[src/pid_consts.svh]
// Offsets, field positions and reset values of the image decoder.
// Assumes inclusion by the package and the design file.
`ifndef PID_CONSTS_SVH
`define PID_CONSTS_SVH
`define PID_CFG_CS 8'h04
`define PID_CFG_BSM 8'h10
`define PID_OFS_CS 12'h004
`define PID_OFS_BSM 12'h010
`define PID_OFS_TCTL0 12'h100
`define PID_OFS_TADD0 12'h104
`define PID_OFS_TCTL1 12'h110
`define PID_OFS_TADD1 12'h114
`define PID_OFS_SCTL0 12'h200
`define PID_OFS_SAT0 12'h204
`define PID_OFS_SCTL1 12'h210
`define PID_OFS_SAT1 12'h214
`define PID_OFS_MISC2 12'h408
`define PID_CS_IOS 0
`define PID_CS_MS 1
`define PID_CS_BM 2
`define PID_CS_PEND 24
`define PID_CS_FULL 25
`define PID_TC_EN 31
`define PID_TC_WRITE_POST_ENABLE 30
`define PID_TC_READ_PREFETCH_ENABLE 29
`define PID_TC_BRST 28
`define PID_TC_INV 27
`define PID_TC_BS 20
`define PID_TC_PAS 16
`define PID_TC_TC 12
`define PID_TC_DSZ 8
`define PID_SC_WRITE_POST_ENABLE 31
`define PID_SC_PAS 30
`define PID_SC_READ_PREFETCH_ENABLE 29
`define PID_SA_BS 4
`define PID_SA_EN 0
`define PID_M2_BOC 31
`define PID_M2_B4 30
`define PID_M2_PC1 8
`define PID_M2_PC0 0
`define PID_RST_REG 32'h0000_0000
`endif

[src/pid_pkg.sv]
// Types shared by the image decoder and its FIFO.
// Assumes the constants header sits beside it.
`include "pid_consts.svh"
package pid_pkg;
  typedef enum logic [1:0] {PID_SP_MEM, PID_SP_IO, PID_SP_CFG} pid_space_t;
  typedef enum {PID_MS_IDLE, PID_MS_ISSUE, PID_MS_WAIT} pid_mst_state_t;
  typedef struct packed {
    pid_space_t space;
    logic [31:0] addr;
    logic write;
    logic [31:0] wdata;
    logic [3:0] be;
    logic burst;
  } pid_pci_req_t;
  typedef struct packed {
    logic [31:0] addr;
    logic write;
    logic [31:0] data;
    logic [3:0] be;
    logic [3:0] tc;
    logic [1:0] dsize;
    logic burst;
    logic [5:0] prefetch;
    logic posted;
    logic image;
  } pid_lcl_req_t;
  typedef struct packed {
    logic [31:0] addr;
    logic write;
    logic [31:0] wdata;
    logic [3:0] be;
  } pid_proc_req_t;
  typedef struct packed {
    logic [31:0] addr;
    logic io_space;
    logic write;
    logic [31:0] wdata;
    logic [3:0] be;
    logic burst;
    logic posted;
  } pid_mst_req_t;
endpackage

[src/pid_bridge.sv]
// Image decode and translation between a local processor and PCI.
// Assumes one clock, PCI and local sides already sequenced to ref_clk.
// Function
// - Posted slave writes complete locally first
// - Slave space bit picks memory or I/O
// - Slave prefetch bit makes PCI burst reads
// - Slave translation replaces upper PCI address bits
// - Slave block size sets both the decode compare and the replaced bits
// - No PCI mastering until bus master set
// - Config regs by config or memory cycles
// - Config regs answer straight after reset
// - Memory enable and image space gate memory
// - Registers in 4K window at base
// - I/O enable and image space gate I/O
// - Two independent PCI target images
// - Target image decodes only when enabled
// - Posted target writes finish on PCI first
// - Target prefetch uses per-channel prefetch counts
// - Target local burst needs image burst bit
// - Endian invert flips the global byte order
// - Target block size sets replaced address lines
// - Target space bit picks memory or I/O
// - Transfer code outputs follow image field
// - Destination size sets local cycle width
// - Target base compares, translated field forms address
// - Local bursts also need global four-beat enable
`timescale 1ns/1ns
`include "pid_consts.svh"

module pid_fifo #(
  parameter int WIDTH = 8,
  parameter int DEPTH = 4
) (
  input wire logic ref_clk,
  input wire logic nrst,
  input wire logic in_valid,
  output logic in_ready,
  input wire logic [WIDTH-1:0] in_data,
  output logic out_valid,
  input wire logic out_ready,
  output logic [WIDTH-1:0] out_data,
  output logic [$clog2(DEPTH):0] count
);
  localparam int AW = $clog2(DEPTH);
  logic [WIDTH-1:0] mem_r [DEPTH];
  logic [AW-1:0] wr_r;
  logic [AW-1:0] rd_r;
  logic [AW:0] cnt_r;
  logic push;
  logic pop;

  // Honest full and empty from the occupancy count
  assign in_ready = (cnt_r != DEPTH[AW:0]);
  assign out_valid = (cnt_r != '0);
  assign push = in_valid && in_ready;
  assign pop = out_valid && out_ready;
  assign out_data = mem_r[rd_r];
  assign count = cnt_r;

  // Storage written at the write index
  always_ff @(posedge ref_clk) begin
    if (push) begin
      mem_r[wr_r] <= in_data;
    end
  end

  // Pointers wrap because depth is a power of two
  always_ff @(posedge ref_clk or negedge nrst) begin
    if (!nrst) begin
      wr_r <= '0;
      rd_r <= '0;
      cnt_r <= '0;
    end else begin
      if (push) wr_r <= wr_r + 1'b1;
      if (pop) rd_r <= rd_r + 1'b1;
      if (push && !pop) cnt_r <= cnt_r + 1'b1;
      else if (pop && !push) cnt_r <= cnt_r - 1'b1;
    end
  end
endmodule

module pid_bridge (
  input wire logic ref_clk,
  input wire logic nrst,
  input wire logic tgt_req_valid,
  output logic tgt_req_ready,
  input wire pid_pkg::pid_pci_req_t tgt_req,
  output logic tgt_claim,
  output logic tgt_rsp_valid,
  output logic [31:0] tgt_rsp_data,
  output logic lcl_valid,
  input wire logic lcl_ready,
  output pid_pkg::pid_lcl_req_t lcl_req,
  input wire logic lcl_done,
  input wire logic [31:0] lcl_rdata,
  input wire logic proc_req_valid,
  output logic proc_req_ready,
  input wire pid_pkg::pid_proc_req_t proc_req,
  output logic proc_rsp_valid,
  output logic proc_rsp_err,
  output logic [31:0] proc_rsp_data,
  output logic pci_mst_valid,
  input wire logic pci_mst_ready,
  output pid_pkg::pid_mst_req_t pci_mst_req,
  input wire logic pci_mst_done,
  input wire logic [31:0] pci_mst_rdata
);
  import pid_pkg::*;

  logic [31:0] cs_r, bsm_r, misc2_r;
  logic [31:0] tctl_r [2];
  logic [31:0] tadd_r [2];
  logic [31:0] sctl_r [2];
  logic [31:0] sat_r [2];
  logic [31:0] rd_val;
  logic [31:0] rsp_data_r;
  logic rsp_valid_r;
  logic tgt_pend_r;
  logic take;
  logic reg_hit;
  logic [11:0] reg_ofs;
  logic [1:0] img_hit;
  logic img_any;
  logic img_sel;
  logic fifo_in_ready;
  logic [2:0] fifo_count;
  pid_lcl_req_t push_req;
  logic bm, ms, io_space_enable;
  logic boc, burst4;
  logic swap, pend_swap_r;
  pid_mst_state_t mst_state_r;
  pid_mst_req_t mst_req_r;
  logic [1:0] s_hit;
  logic s_sel;
  logic p_rsp_r, p_err_r;
  logic [31:0] p_data_r;

  // Upper-address mask above the block size, 64K at code zero
  function automatic logic [15:0] blk_mask(input logic [3:0] bs);
    blk_mask = 16'hFFFF << bs;
  endfunction

  // Compare of upper bits above the block size
  function automatic logic blk_hit(input logic [15:0] a, input logic [15:0] base, input logic [3:0] bs);
    blk_hit = ((a ^ base) & blk_mask(bs)) == 16'h0000;
  endfunction

  // Replace bits above the block size, pass the lower ones
  function automatic logic [31:0] xlate(input logic [31:0] a, input logic [15:0] ta, input logic [3:0] bs);
    logic [15:0] m;
    m = blk_mask(bs);
    xlate = {(ta & m) | (a[31:16] & ~m), a[15:0]};
  endfunction

  // Byte-enable merge for register writes
  function automatic logic [31:0] be_merge(input logic [31:0] old, input logic [31:0] nw, input logic [3:0] be);
    be_merge = old;
    for (int i = 0; i < 4; i++) begin
      if (be[i]) be_merge[8*i +: 8] = nw[8*i +: 8];
    end
  endfunction

  // Full byte swap for the opposite byte order
  function automatic logic [31:0] bswap(input logic [31:0] d);
    bswap = {d[7:0], d[15:8], d[23:16], d[31:24]};
  endfunction

  assign bm = cs_r[`PID_CS_BM];
  assign ms = cs_r[`PID_CS_MS];
  assign io_space_enable = cs_r[`PID_CS_IOS];
  assign boc = misc2_r[`PID_M2_BOC];
  assign burst4 = misc2_r[`PID_M2_B4];
  // Byte order of the selected image, kept so a pending read answers in it
  assign swap = boc ^ tctl_r[img_sel][`PID_TC_INV];

  // Config cycles always reach the config pair; the window needs memory enable
  always_comb begin
    reg_hit = 1'b0;
    reg_ofs = 12'h000;
    if (tgt_req.space == PID_SP_CFG) begin
      reg_hit = (tgt_req.addr[7:0] == `PID_CFG_CS) || (tgt_req.addr[7:0] == `PID_CFG_BSM);
      reg_ofs = {4'h0, tgt_req.addr[7:0]};
    end else if (tgt_req.space == PID_SP_MEM && ms && tgt_req.addr[31:12] == bsm_r[31:12]) begin
      reg_hit = 1'b1;
      reg_ofs = tgt_req.addr[11:0];
    end
  end

  // Per-image target decode
  genvar gi;
  generate
    for (gi = 0; gi < 2; gi++) begin : g_tgt
      logic sp_ok;
      assign sp_ok = tctl_r[gi][`PID_TC_PAS] ? (tgt_req.space == PID_SP_IO && io_space_enable)
                                             : (tgt_req.space == PID_SP_MEM && ms);
      assign img_hit[gi] = tctl_r[gi][`PID_TC_EN] && sp_ok && !reg_hit &&
                           blk_hit(tgt_req.addr[31:16], tadd_r[gi][31:16], tctl_r[gi][`PID_TC_BS +: 4]);
    end
  endgenerate

  // Image 0 wins if both overlap
  assign img_sel = !img_hit[0];
  assign img_any = |img_hit;
  assign tgt_claim = tgt_req_valid && (reg_hit || img_any);
  // Stall while a non-posted access waits, or an image access while the FIFO is full
  assign tgt_req_ready = !tgt_pend_r && !(img_any && !fifo_in_ready);
  assign take = tgt_req_valid && tgt_req_ready;

  // Local request built from the selected image
  always_comb begin
    logic [31:0] c;
    logic [31:0] a;
    c = tctl_r[img_sel];
    a = tadd_r[img_sel];
    push_req.addr = xlate(tgt_req.addr, a[15:0], c[`PID_TC_BS +: 4]);
    push_req.write = tgt_req.write;
    push_req.data = (boc ^ c[`PID_TC_INV]) ? bswap(tgt_req.wdata) : tgt_req.wdata;
    push_req.be = (boc ^ c[`PID_TC_INV]) ? {tgt_req.be[0], tgt_req.be[1], tgt_req.be[2], tgt_req.be[3]}
                                         : tgt_req.be;
    push_req.tc = c[`PID_TC_TC +: 4];
    push_req.dsize = c[`PID_TC_DSZ +: 2];
    push_req.burst = tgt_req.burst && c[`PID_TC_BRST] && burst4;
    push_req.prefetch = (c[`PID_TC_READ_PREFETCH_ENABLE] && !tgt_req.write && tgt_req.burst) ?
                        (img_sel ? misc2_r[`PID_M2_PC1 +: 6] : misc2_r[`PID_M2_PC0 +: 6]) : 6'h00;
    push_req.posted = tgt_req.write && c[`PID_TC_WRITE_POST_ENABLE];
    push_req.image = img_sel;
  end

  // Back-pressure from the local master reaches the PCI target ready
  pid_fifo #(.WIDTH($bits(pid_lcl_req_t)), .DEPTH(4)) u_fifo (
    .ref_clk(ref_clk),
    .nrst(nrst),
    .in_valid(take && img_any),
    .in_ready(fifo_in_ready),
    .in_data(push_req),
    .out_valid(lcl_valid),
    .out_ready(lcl_ready),
    .out_data(lcl_req),
    .count(fifo_count)
  );

  // Register read mux; unmapped offsets read zero
  always_comb begin
    case (reg_ofs)
      `PID_OFS_CS: rd_val = {6'h00, fifo_count == 3'd4, fifo_count != 3'd0, 21'h000000, cs_r[2:0]};
      `PID_OFS_BSM: rd_val = {bsm_r[31:12], 12'h000};
      `PID_OFS_TCTL0: rd_val = tctl_r[0];
      `PID_OFS_TADD0: rd_val = tadd_r[0];
      `PID_OFS_TCTL1: rd_val = tctl_r[1];
      `PID_OFS_TADD1: rd_val = tadd_r[1];
      `PID_OFS_SCTL0: rd_val = sctl_r[0];
      `PID_OFS_SAT0: rd_val = sat_r[0];
      `PID_OFS_SCTL1: rd_val = sctl_r[1];
      `PID_OFS_SAT1: rd_val = sat_r[1];
      `PID_OFS_MISC2: rd_val = misc2_r;
      default: rd_val = 32'h0000_0000;
    endcase
  end

  // Register writes with byte enables
  always_ff @(posedge ref_clk or negedge nrst) begin
    if (!nrst) begin
      cs_r <= `PID_RST_REG;
      bsm_r <= `PID_RST_REG;
      misc2_r <= `PID_RST_REG;
      for (int i = 0; i < 2; i++) begin
        tctl_r[i] <= `PID_RST_REG;
        tadd_r[i] <= `PID_RST_REG;
        sctl_r[i] <= `PID_RST_REG;
        sat_r[i] <= `PID_RST_REG;
      end
    end else if (take && reg_hit && tgt_req.write) begin
      case (reg_ofs)
        `PID_OFS_CS: cs_r <= be_merge(cs_r, tgt_req.wdata, tgt_req.be) & 32'h0000_0007;
        `PID_OFS_BSM: bsm_r <= be_merge(bsm_r, tgt_req.wdata, tgt_req.be) & 32'hFFFF_F000;
        `PID_OFS_TCTL0: tctl_r[0] <= be_merge(tctl_r[0], tgt_req.wdata, tgt_req.be);
        `PID_OFS_TADD0: tadd_r[0] <= be_merge(tadd_r[0], tgt_req.wdata, tgt_req.be);
        `PID_OFS_TCTL1: tctl_r[1] <= be_merge(tctl_r[1], tgt_req.wdata, tgt_req.be);
        `PID_OFS_TADD1: tadd_r[1] <= be_merge(tadd_r[1], tgt_req.wdata, tgt_req.be);
        `PID_OFS_SCTL0: sctl_r[0] <= be_merge(sctl_r[0], tgt_req.wdata, tgt_req.be);
        `PID_OFS_SAT0: sat_r[0] <= be_merge(sat_r[0], tgt_req.wdata, tgt_req.be);
        `PID_OFS_SCTL1: sctl_r[1] <= be_merge(sctl_r[1], tgt_req.wdata, tgt_req.be);
        `PID_OFS_SAT1: sat_r[1] <= be_merge(sat_r[1], tgt_req.wdata, tgt_req.be);
        `PID_OFS_MISC2: misc2_r <= be_merge(misc2_r, tgt_req.wdata, tgt_req.be);
        default: ;
      endcase
    end
  end

  // PCI-side answers: registers and posted writes at once, others on local done
  always_ff @(posedge ref_clk or negedge nrst) begin
    if (!nrst) begin
      rsp_valid_r <= 1'b0;
      rsp_data_r <= 32'h0000_0000;
      tgt_pend_r <= 1'b0;
      pend_swap_r <= 1'b0;
    end else begin
      rsp_valid_r <= 1'b0;
      if (take && reg_hit) begin
        rsp_valid_r <= 1'b1;
        rsp_data_r <= tgt_req.write ? 32'h0000_0000 : rd_val;
      end else if (take && img_any) begin
        rsp_valid_r <= push_req.posted;
        rsp_data_r <= 32'h0000_0000;
        tgt_pend_r <= !push_req.posted;
        pend_swap_r <= swap;
      end else if (tgt_pend_r && lcl_done) begin
        rsp_valid_r <= 1'b1;
        rsp_data_r <= pend_swap_r ? bswap(lcl_rdata) : lcl_rdata;
        tgt_pend_r <= 1'b0;
      end
    end
  end

  assign tgt_rsp_valid = rsp_valid_r;
  assign tgt_rsp_data = rsp_data_r;

  // Slave image decode on the processor address
  generate
    for (gi = 0; gi < 2; gi++) begin : g_slv
      assign s_hit[gi] = blk_hit(proc_req.addr[31:16], sctl_r[gi][15:0], sat_r[gi][`PID_SA_BS +: 4]);
    end
  endgenerate
  assign s_sel = !s_hit[0];

  // Only one mastered PCI access at a time; a miss is answered with error
  assign proc_req_ready = (mst_state_r == PID_MS_IDLE);
  assign pci_mst_valid = (mst_state_r == PID_MS_ISSUE) && bm;

  // Slave channel sequencer
  always_ff @(posedge ref_clk or negedge nrst) begin
    if (!nrst) begin
      mst_state_r <= PID_MS_IDLE;
      mst_req_r <= '0;
      p_rsp_r <= 1'b0;
      p_err_r <= 1'b0;
      p_data_r <= 32'h0000_0000;
    end else begin
      p_rsp_r <= 1'b0;
      case (mst_state_r)
        PID_MS_IDLE: begin
          if (proc_req_valid) begin
            if (!(|s_hit) || !bm) begin
              p_rsp_r <= 1'b1;
              p_err_r <= 1'b1;
              p_data_r <= 32'h0000_0000;
            end else begin
              mst_req_r.addr <= sat_r[s_sel][`PID_SA_EN] ?
                                xlate(proc_req.addr, sat_r[s_sel][31:16], sat_r[s_sel][`PID_SA_BS +: 4])
                                : proc_req.addr;
              mst_req_r.io_space <= sctl_r[s_sel][`PID_SC_PAS];
              mst_req_r.write <= proc_req.write;
              mst_req_r.wdata <= proc_req.wdata;
              mst_req_r.be <= proc_req.be;
              mst_req_r.burst <= !proc_req.write && sctl_r[s_sel][`PID_SC_READ_PREFETCH_ENABLE];
              mst_req_r.posted <= proc_req.write && sctl_r[s_sel][`PID_SC_WRITE_POST_ENABLE];
              // Posted write finishes on the local side right away
              p_rsp_r <= proc_req.write && sctl_r[s_sel][`PID_SC_WRITE_POST_ENABLE];
              p_err_r <= 1'b0;
              p_data_r <= 32'h0000_0000;
              mst_state_r <= PID_MS_ISSUE;
            end
          end
        end
        PID_MS_ISSUE: begin
          if (pci_mst_valid && pci_mst_ready) begin
            mst_state_r <= mst_req_r.posted ? PID_MS_IDLE : PID_MS_WAIT;
          end
        end
        PID_MS_WAIT: begin
          if (pci_mst_done) begin
            p_rsp_r <= 1'b1;
            p_err_r <= 1'b0;
            p_data_r <= mst_req_r.write ? 32'h0000_0000 : pci_mst_rdata;
            mst_state_r <= PID_MS_IDLE;
          end
        end
        default: mst_state_r <= PID_MS_IDLE;
      endcase
    end
  end

  assign pci_mst_req = mst_req_r;
  assign proc_rsp_valid = p_rsp_r;
  assign proc_rsp_err = p_err_r;
  assign proc_rsp_data = p_data_r;
endmodule

[config.mk]
export PLATFORM = sky130hd
export DESIGN_NAME = pid_bridge
export DESIGN_NICKNAME = d
export VERILOG_FILES = /design/src/pid_pkg.sv /design/src/pid_bridge.sv
export VERILOG_INCLUDE_DIRS = /design/src /design/src/src
export SDC_FILE = /design/constraint.sdc
export NUM_CORES = 1
export LEC_CHECK = 0
export BUFFER_PORTS_ARGS = -buffer_cell sky130_fd_sc_hd__buf_2
export CORE_MARGIN = 1
export CORE_UTILIZATION = 35
export DETAILED_ROUTE_END_ITERATION = 16
export GPL_TIMING_DRIVEN = 1
export PLACE_DENSITY = 0.54
export SYNTH_ARGS = -nofsm -noshare
export SYNTH_HDL_FRONTEND = slang
export SYNTH_SLANG_ARGS = --single-unit
export TNS_END_PERCENT = 20
[constraint.sdc]
create_clock -name ref_clk -period 5.15 [get_ports ref_clk]
set_input_delay 0.7725 -clock ref_clk [delete_from_list [all_inputs] [get_ports ref_clk]]
set_output_delay 0.7725 -clock ref_clk [all_outputs]
set_load 0.005 [all_outputs]
==> flow_summary.ini, run 1 <==
[floorplan]
io_pins = 441
core_um2 = 100300
initial_core_util = 0.3536
die-area_um2 = 102600
fp.dieW_um = 320.3
die_h_um = 320.3
rows = 116

[cells_and_area]
syn_to_final_growth_pct = 19.25
final_cells = 4298
fill_cells = 9281
finish.utilization = 0.4217
fin_nets = 3079
drive_gt1_frac = 0.4066
fin_area_um2 = 42290

[drt]
firstDrtPassIters = 10
wl_per_cell_um = 30.40
drc_errors = 0
vias_per_cell = 5.678
dr_total_vias = 24400
drt_iter0_markers = 2361
antenna_left = 0
wirelength_mm = 130.7

[clock_tree]
cts_resized = 0
cts-root-buf = clkbuf_16
insertion_delay_ns = 0.68
clkTransAtPathRegs_ns = 0.06
cts.sinks = 797
cts_made_buffers = 89
htreeDepth = 3
cts_tree = done
post_cts_buffers = 0
clockBufferDepth = 3

[placed_design]
post-place-cells = 4125
preCtsSetupSlack_ns = 0.5396
placed_cell_area_um2 = 39420
gp_congestion = 0.9579
dp_hpwl_mm = 98.42
io_buffers = 440

[synthesis]
synth_most_common_cell = dfrtp_1
async_reset_ff_frac = 0.5784
syn-cell-area_um2 = 35460
yosys_warnings = 0
yosysTopAreaCell = dfrtp_1
ys_top_cells_by_area = dfrtp_1 (33%), edfxtp_1 (28%), mux2_2 (13%)
synth_fp_nets = 2642
ys.flop_type = dfrtp_1
synth_edf_count = 336
synthTopCellsByCount = dfrtp_1 (461), mux2_2 (401), edfxtp_1 (336)
avgSynthCellArea_um2 = 14.64
synth_cells = 2423
yosysUniqueCellTypes = 81
yosysTopAreaCellShare = 0.3253
ys_ff_latch = 797
yosysSeqAreaShare = 0.6098

[worst_setup_path]
critPathMaxFanout = 7
timing.critical_path.buf_inv = 2
reg2reg_depth = 10
cp_common_cell = a21boi_0
crit_family = compound AO/OA/AOI/OAI gates
crit_chain = nand2_1 > a21boi_0 > o21ai_0 > a2111oi_0 > buf_4 > a32oi_1 > a21boi_0 > buf_2
crit_required_ns = 4.38
worstPathArrival_ns = 3.84
ff2ff_setup_slack_ns = 0.90
reg2reg_from = tctl_r[52]
criticalPathCategory = register to output port
end_kind = output port
max_stage_delay_ns = 0.67
cp_slowest_cell = a21boi_0
critPathLaunchType = register
r2r-end = u_fifo.mem_r[0][64]

[hold_path]
min_delay_worst_endpoint = proc_rsp_data[22]
hold_start = pci_mst_rdata[22]
hold_path.class = input port to register
hold_depth = 3

[sta]
tns_ns = 0
relSlewSlack = 0.1992
worst_hold_slack_ns = 0.3299
fin_skew_ns = 0.03318
rsz0062_at_grt = no
period_share = 0.8957
maxSlewViolCount = 0
finalCriticalPeriod_ns = 4.613
timing.final.ws_setup_ns = 0.5372
max_freq_mhz = 216.8
finalHoldViolations = 0
worst_pin_slew_ns = 1.200
finalSetupViolations = 0

[pwr]
p_comb_frac = 0.032
vdd_drop_max_mv = 0.2708
p_per_area_nw_per_um2 = 312.7
seqPwrFrac = 0.500
p_clk_frac = 0.467
p_leak_nw = 17.76
p_int_mw = 10.22
sw_frac_of_total = 0.2267
design_power_total_mw = 13.22
p_switching_mw = 2.998

[global_route]
grt_pass1_vias = 24620
grt_max_degree = 139
gr-total-overflow = 0
grt_pass1_wl_mm = 185.5
grt_usage = 0.2520
antenna_found_initial = 40

[status]
status = completed

[job]
drv_cap = 0
[tightest hold or removal path, stage by stage]
cell and delay, ns:
buf_2 0.07, nand3_1 0.05, nand2_1 0.06
[flip-flops by register name, indices dropped and copies added, names as in the netlist, 2 cells and up]
name           flops
mst_state_r        2
bsm_r             20
proc_rsp_data     32
tadd_r            64
u_fifo.count       3
tctl_r            64
sctl_r            64
u_fifo.mem_r     336
u_fifo.rd_r        2
pci_mst_req       72
tgt_rsp_data      32
sat_r             64
misc2_r           32
u_fifo.wr_r        2
cs_r               3
[per-layer routing]
layer  GRT usage  vias to the layer above  routed length, um
met5           0                        -                238
met4     0.09335                       36               5213
met3     0.06125                      227              10180
met2      0.3934                     1149              59410
met1      0.3398                    12750              55620
li1            -                    10240                  -
[power by group through the flow]
stage                     registers (mW)  clock network (mW)  logic [mW]
after floorplan                     6.74                   0       0.112
after global placement              6.74                   0       0.416
after detailed placement            6.74                   0       0.424
after CTS                           6.62                6.31       0.427
after global routing                6.61                6.53       0.455
final                               6.62                6.18       0.424
[timing repair]
item | CTS | global route
hold endpoints to repair | 33 | 0
setup endpoints to repair | 0 | 0
hold buffers | 1 | 0
[logic make-up (layout without fill, tap and decap cells)]
kind of cell    after synthesis  count (layout)  share of synthesized area
simple gates                439             439                    0.06234
xor+xnor                     92              92                    0.02293
fa+ha+maj                     6               6                   0.002329
buf+inv                     173             679                    0.02025
compound gates              331             331                    0.07240
flops                       797             797                     0.6098
other cells                   0              12                          0
mux                         585             585                     0.2099
[placed cells by master, fill, tap and decap left out, drive strengths merged, types with 18 or more instances in the layout]
cell / instances
inv: 18
nand2: 134
o21ai: 38
a21oi: 38
buf: 506
nor3: 20
and2: 18
dfrtp: 461
mux2i: 71
a221o: 22
xnor2: 48
xor2: 44
a22oi: 69
mux4: 84
edfxtp: 336
a222oi: 54
clkbuf: 127
nand3: 55
nand4: 25
nor2: 112
mux2: 430
clkinv: 22
[worst max-delay path by stage]
| stage | startpoint | end | slack [ns] | cells past startpoint |
|---|---|---|---|---|
| 2_1_floorplan | tgt_req[42] | u_fifo.mem_r[0][0] | 0.05 | 9 |
| 3_3_place_gp | tgt_req[63] | u_fifo.mem_r[0][68] | 0.62 | 10 |
| 3_5_place_dp | tgt_req[61] | u_fifo.mem_r[1][78] | 0.54 | 10 |
| 4_1_cts | tctl_r[52] | tgt_claim | 0.67 | 8 |
| 5_1_grt | tctl_r[21] | tgt_claim | 0.48 | 7 |
| 6_report | tctl_r[52] | tgt_claim | 0.54 | 8 |
[layout make-up]
class                      count  area (um^2)  area share
antenna                       12        30.03   0.0007101
tap                         1357         1698     0.04015
clock inverter                33        299.0    0.007071
sequential                   797        21630      0.5116
clock buffer                 127         2531     0.05985
inverter                      12        45.04    0.001065
timing repair buffer         507         2830     0.06692
multi-input combinational   1453        13220      0.3127
Power figures use the tool's default switching activity.
==> run 2, diff against run 1 <==
- CORE_UTILIZATION: 35 -> 30
- PLACE_DENSITY: 0.54 -> 0.48
==> run 2 against run 1 <==
First-iteration DRC count increased by 4.7%. Global-route usage decreased by 3.3 points. Clock power increased by 4.4%. Count of clock-buffer cells in the layout decreased by 2. Setup slack improved by 0.27 ns. Cell count increased by 4.8%. Critical path depth increased by 5. Clock skew decreased by 0.0099 ns. Hold slack got worse by 0.23 ns.
==> flow_summary.ini, run 2 (same netlist as run 1, synthesis figures left out) <==
[clock_tree]
ctsHoldBuffers = 0
htreeDepth = 3
insertion_delay_ns = 0.68
cts-root-buf = clkbuf_16
cts_made_buffers = 90
cts_resized = 0
clkTransAtPathRegs_ns = 0.06
clockBufferDepth = 3
post_cts_buffers = 0
cts_tree = done
cts.sinks = 797

[cells_and_area]
drive_gt1_frac = 0.4168
fin_nets = 3122
largest_register = u_fifo.mem_r
largest_reg_flops = 336
fill_cells = 11280
finish.utilization = 0.3683
final_cell_mix = dfrtp_1 (458), buf_2 (439), mux2_2 (401)
final_cells = 4503
layout_commonest_cell = dfrtp_1
syn_to_final_growth_pct = 21.19

[drt]
drc_errors = 0
antenna_left = 0
drt_iter0_markers = 2471
wl_per_cell_um = 29.55
firstDrtPassIters = 9
wirelength_mm = 133.1
vias_per_cell = 5.418
dr_total_vias = 24400

[global_route]
grt_max_degree = 106
antenna_found_initial = 35
grt_usage = 0.2193
grt_pass1_vias = 25230
gr-total-overflow = 0
grt_pass1_wl_mm = 189.6

[placed_design]
gp_congestion = 0.9385
preCtsSetupSlack_ns = 0.4712
dp_hpwl_mm = 98.31
post-place-cells = 4335
io_buffers = 440

[hold_path]
hold_path.class = input port to async pin

[floorplan]
io_pins = 441
initial_core_util = 0.3039
fp.dieW_um = 345.8
die-area_um2 = 119600
rows = 125
core_um2 = 116700
die_h_um = 345.8

[worst_setup_path]
max_stage_delay_ns = 0.72
crit_start = tctl_r[53]
reg2reg_depth = 13
cp_common_cell = xor2_1
cp_slowest_cell = nor4_2
crit_chain = nand2_1 > a21boi_0 > o21ai_0 > a2111oi_0 > buf_4 > a32oi_1 > nor4_2 > ha_1 > inv_1 > fa_1 > xor2_1 > nor2_1 > xor2_1
r2r-end = u_fifo.count[2]
critPathMaxFanout = 13
criticalPathCategory = register to register
critPathLaunchType = register
end_kind = register
worstPathArrival_ns = 4.92
reg2reg_from = tctl_r[53]
ff2ff_setup_slack_ns = 0.81
worstSetupEndpoint = u_fifo.count[2]
crit_required_ns = 5.73

[pwr]
p_per_area_nw_per_um2 = 313.6
p_leak_nw = 18.07
vdd_drop_max_mv = 0.2450
design_power_total_mw = 13.48

[sta]
finalHoldViolations = 0
worst_pin_slew_ns = 1.199
fin_skew_ns = 0.02332
finalCriticalPeriod_ns = 4.340
maxSlewViolCount = 0
relSlewSlack = 0.2000
period_share = 0.8427
finalSetupViolations = 0
timing.final.ws_setup_ns = 0.8101
max_freq_mhz = 230.4
tns_ns = 0
rsz0062_at_grt = no

[job]
drv_cap = 0

[status]
status = completed
==> run 2: cell count changes in the layout (fill, tap and decap cells not counted), sizes merged <==
cell / delta
diode: -8
clkinvlp: -1
buf: +43
bufinv: +5
clkinv: +4
dlygate4sd3: -1
clkbuf: -2
inv: -2
==> run 2: report_power, final <==
part           total (mW)  leakage (nW)  internal [mW]  switching [mW]
Clock                6.45          1.44           3.75            2.69
Sequential           6.62          9.31           6.62         0.00186
Combinational       0.415          7.33          0.115           0.300
Total                13.5          18.1           10.5            3.00
==> run 2: cell type report <==
cell class | instances | area, um^2 | area share
diodes | 4 | 10.01 | 0.0002329
clock buffers | 125 | 2537 | 0.05904
clock inverters | 39 | 405.4 | 0.009433
inverters | 12 | 45.04 | 0.001048
multi-input cells | 1453 | 13220 | 0.3076
flip-flops and latches | 797 | 21630 | 0.5034
well taps | 1524 | 1907 | 0.04437
repair buffers | 549 | 3218 | 0.07488
==> run 2: stage by stage <==
| step | hold slack, ns | area (um^2) |
|---|---|---|
| after floorplan | 0.4471 | 35460 |
| after global placement | 0.4524 | 40020 |
| after detailed placement | 0.4521 | 40020 |
| after CTS | 0.1817 | 42970 |
| after global routing | 0.1703 | 42970 |
| final | 0.1032 | 42980 |
==> run 2: worst max-delay path: cells and delay by family, from the launching register on <==
kind | cells | cell delay (ns)
compound gates | 4 | 1.21
simple gates | 3 | 1.08
fa+ha+maj | 2 | 0.69
flops | 1 | 0.64
xor+xnor | 2 | 0.33
buf+inv | 2 | 0.28
==> run 2: metal layers <==
layer / up-vias / track usage / part of all wire
met5: - / 0 / 0.0017
li1: 10330 / - / -
met2: 1078 / 0.3399 / 0.45
met4: 36 / 0.05025 / 0.021
met1: 12750 / 0.2984 / 0.43
met3: 198 / 0.06836 / 0.092
==> run 2: how the worst min path moves through the flow <==
stage	from	cells after the start	end	slack (ns)
floorplan	u_fifo.count[2]	1	u_fifo.count[2]	0.45
global placement	proc_rsp_data[8]	2	proc_rsp_data[8]	0.45
detailed placement	proc_rsp_data[2]	2	proc_rsp_data[2]	0.45
CTS	nrst	1	pci_mst_req[47]	0.18
global route	nrst	1	pci_mst_req[50]	0.17
finish	nrst	1	pci_mst_req[50]	0.10
==> run 3, diff against run 2 <==
- clock period: 5.15 -> 4.4 ns (I/O delays scaled with it)
==> run 3 against run 2 <==
Sequential cell count is the same. Cell count is essentially flat. Clock skew grew 0.020 ns. Via count shrank 0.81%. Power grew 16%. Non-clock buffer count shrank 2. Final area is essentially flat. Hold slack lost 0.096 ns. Register-to-register slack lost 0.38 ns.
==> flow_summary.ini, run 3 (same netlist as run 1, synthesis figures left out) <==
[placed_design]
gp_congestion = 0.9228
dp_hpwl_mm = 97.20
io_buffers = 440
post-place-cells = 4333
placed_cell_area_um2 = 40080
preCtsSetupSlack_ns = 0.1576

[sta]
max_freq_mhz = 238.4
finalHoldViolations = 0
relSlewSlack = 0.3034
finalSetupViolations = 0
timing.final.ws_setup_ns = 0.2048
period_share = 0.9535
finalCriticalPeriod_ns = 4.195
tns_ns = 0
worst_hold_slack_ns = 0.007308
maxSlewViolCount = 0
rsz0062_at_grt = no
fin_skew_ns = 0.04294
worst_pin_slew_ns = 1.045

[cells_and_area]
fin_nets = 3120
largest_register = u_fifo.mem_r
layout_commonest_cell = dfrtp_1
finish.utilization = 0.3684
final_cells = 4505
fin_area_um2 = 42980
drive_gt1_frac = 0.4186
final_cell_mix = dfrtp_1 (458), buf_2 (439), mux2_2 (401)
largest_reg_flops = 336
syn_to_final_growth_pct = 21.20

[global_route]
grt_pass1_vias = 25260
grt_max_degree = 94
gr-total-overflow = 0
grt_usage = 0.2151
grt_pass1_wl_mm = 187.2
antenna_found_initial = 31

[clock_tree]
cts-root-buf = clkbuf_16
cts_tree = done
post_cts_buffers = 0
clkTransAtPathRegs_ns = 0.06
htreeDepth = 3
cts_made_buffers = 90
cts_resized = 0
clockBufferDepth = 3
ctsHoldBuffers = 0
cts.sinks = 797
insertion_delay_ns = 0.69

[drt]
drt_iter0_markers = 2404
antenna_left = 0
wirelength_mm = 130.4
dr_total_vias = 24200
drc_errors = 0
wl_per_cell_um = 28.95
firstDrtPassIters = 8
vias_per_cell = 5.372

[floorplan]
initial_core_util = 0.3039
rows = 125
fp.dieW_um = 345.8
core_um2 = 116700
die-area_um2 = 119600
io_pins = 441
die_h_um = 345.8

[worst_setup_path]
criticalPathCategory = register to output port
cp.depth = 9
cp_slowest_cell = or4_1
reg2reg_depth = 9
crit_chain = xnor2_1 > nand4_1 > or4_1 > nor3_4 > buf_4 > or2_2 > nor2_1 > a21oi_1 > buf_2
crit_family = simple AND/OR/NAND/NOR gates
max_stage_delay_ns = 0.74
crit_required_ns = 3.74
critPathMaxFanout = 7
worstPathArrival_ns = 3.54
end_kind = output port
timing.critical_path.buf_inv = 2
critPathLaunchType = register

[pwr]
design_power_total_mw = 15.59
p_leak_nw = 18.06
p_per_area_nw_per_um2 = 362.6
vdd_drop_max_mv = 0.3241

[hold_path]
hold_path.class = input port to async pin

[job]
drv_cap = 0

[status]
status = completed
-- run 3: cell type report --
| type | instances | area (um^2) |
|---|---|---|
| repair buffers | 547 | 3278 |
| inverters | 12 | 45.04 |
| flip-flops and latches | 797 | 21630 |
| multi-input cells | 1453 | 13210 |
| well taps | 1524 | 1907 |
| diodes | 7 | 17.52 |
| fillers | 11200 | 73690 |
| clock inverters | 45 | 370.4 |
| clock buffers | 120 | 2517 |
-- run 3: worst paths after layout --
kind | startpoint | end | slack (ns)
worst max-delay path | bsm_r[14] | tgt_req_ready | 0.20
worst min-delay path | nrst | proc_rsp_data[0] | 0.007
worst max register to register | bsm_r[14] | u_fifo.mem_r[3][2] | 0.43
worst min register to register | proc_rsp_data[1] | proc_rsp_data[1] | 0.47
max in group asynchronous | nrst | misc2_r[18] | 3.23
min in group ref_clk | pci_mst_rdata[19] | proc_rsp_data[19] | 0.19
-- run 3: power by group --
part	internal, mW	total [mW]	switching [mW]
registers	7.74	7.75	0.00284
clock network	4.21	7.36	3.15
logic	0.138	0.482	0.344
total	12.1	15.6	3.50
-- run 3: per-layer routing --
layer | global-route usage | wire [um] | part of all wire | vias up
met3 | 0.04550 | 9684 | 0.074 | 212
met5 | 0 | 188 | 0.0014 | -
met2 | 0.3443 | 60350 | 0.46 | 1039
met1 | 0.2931 | 56770 | 0.44 | 12600
li1 | - | - | - | 10320
met4 | 0.06104 | 3398 | 0.026 | 30
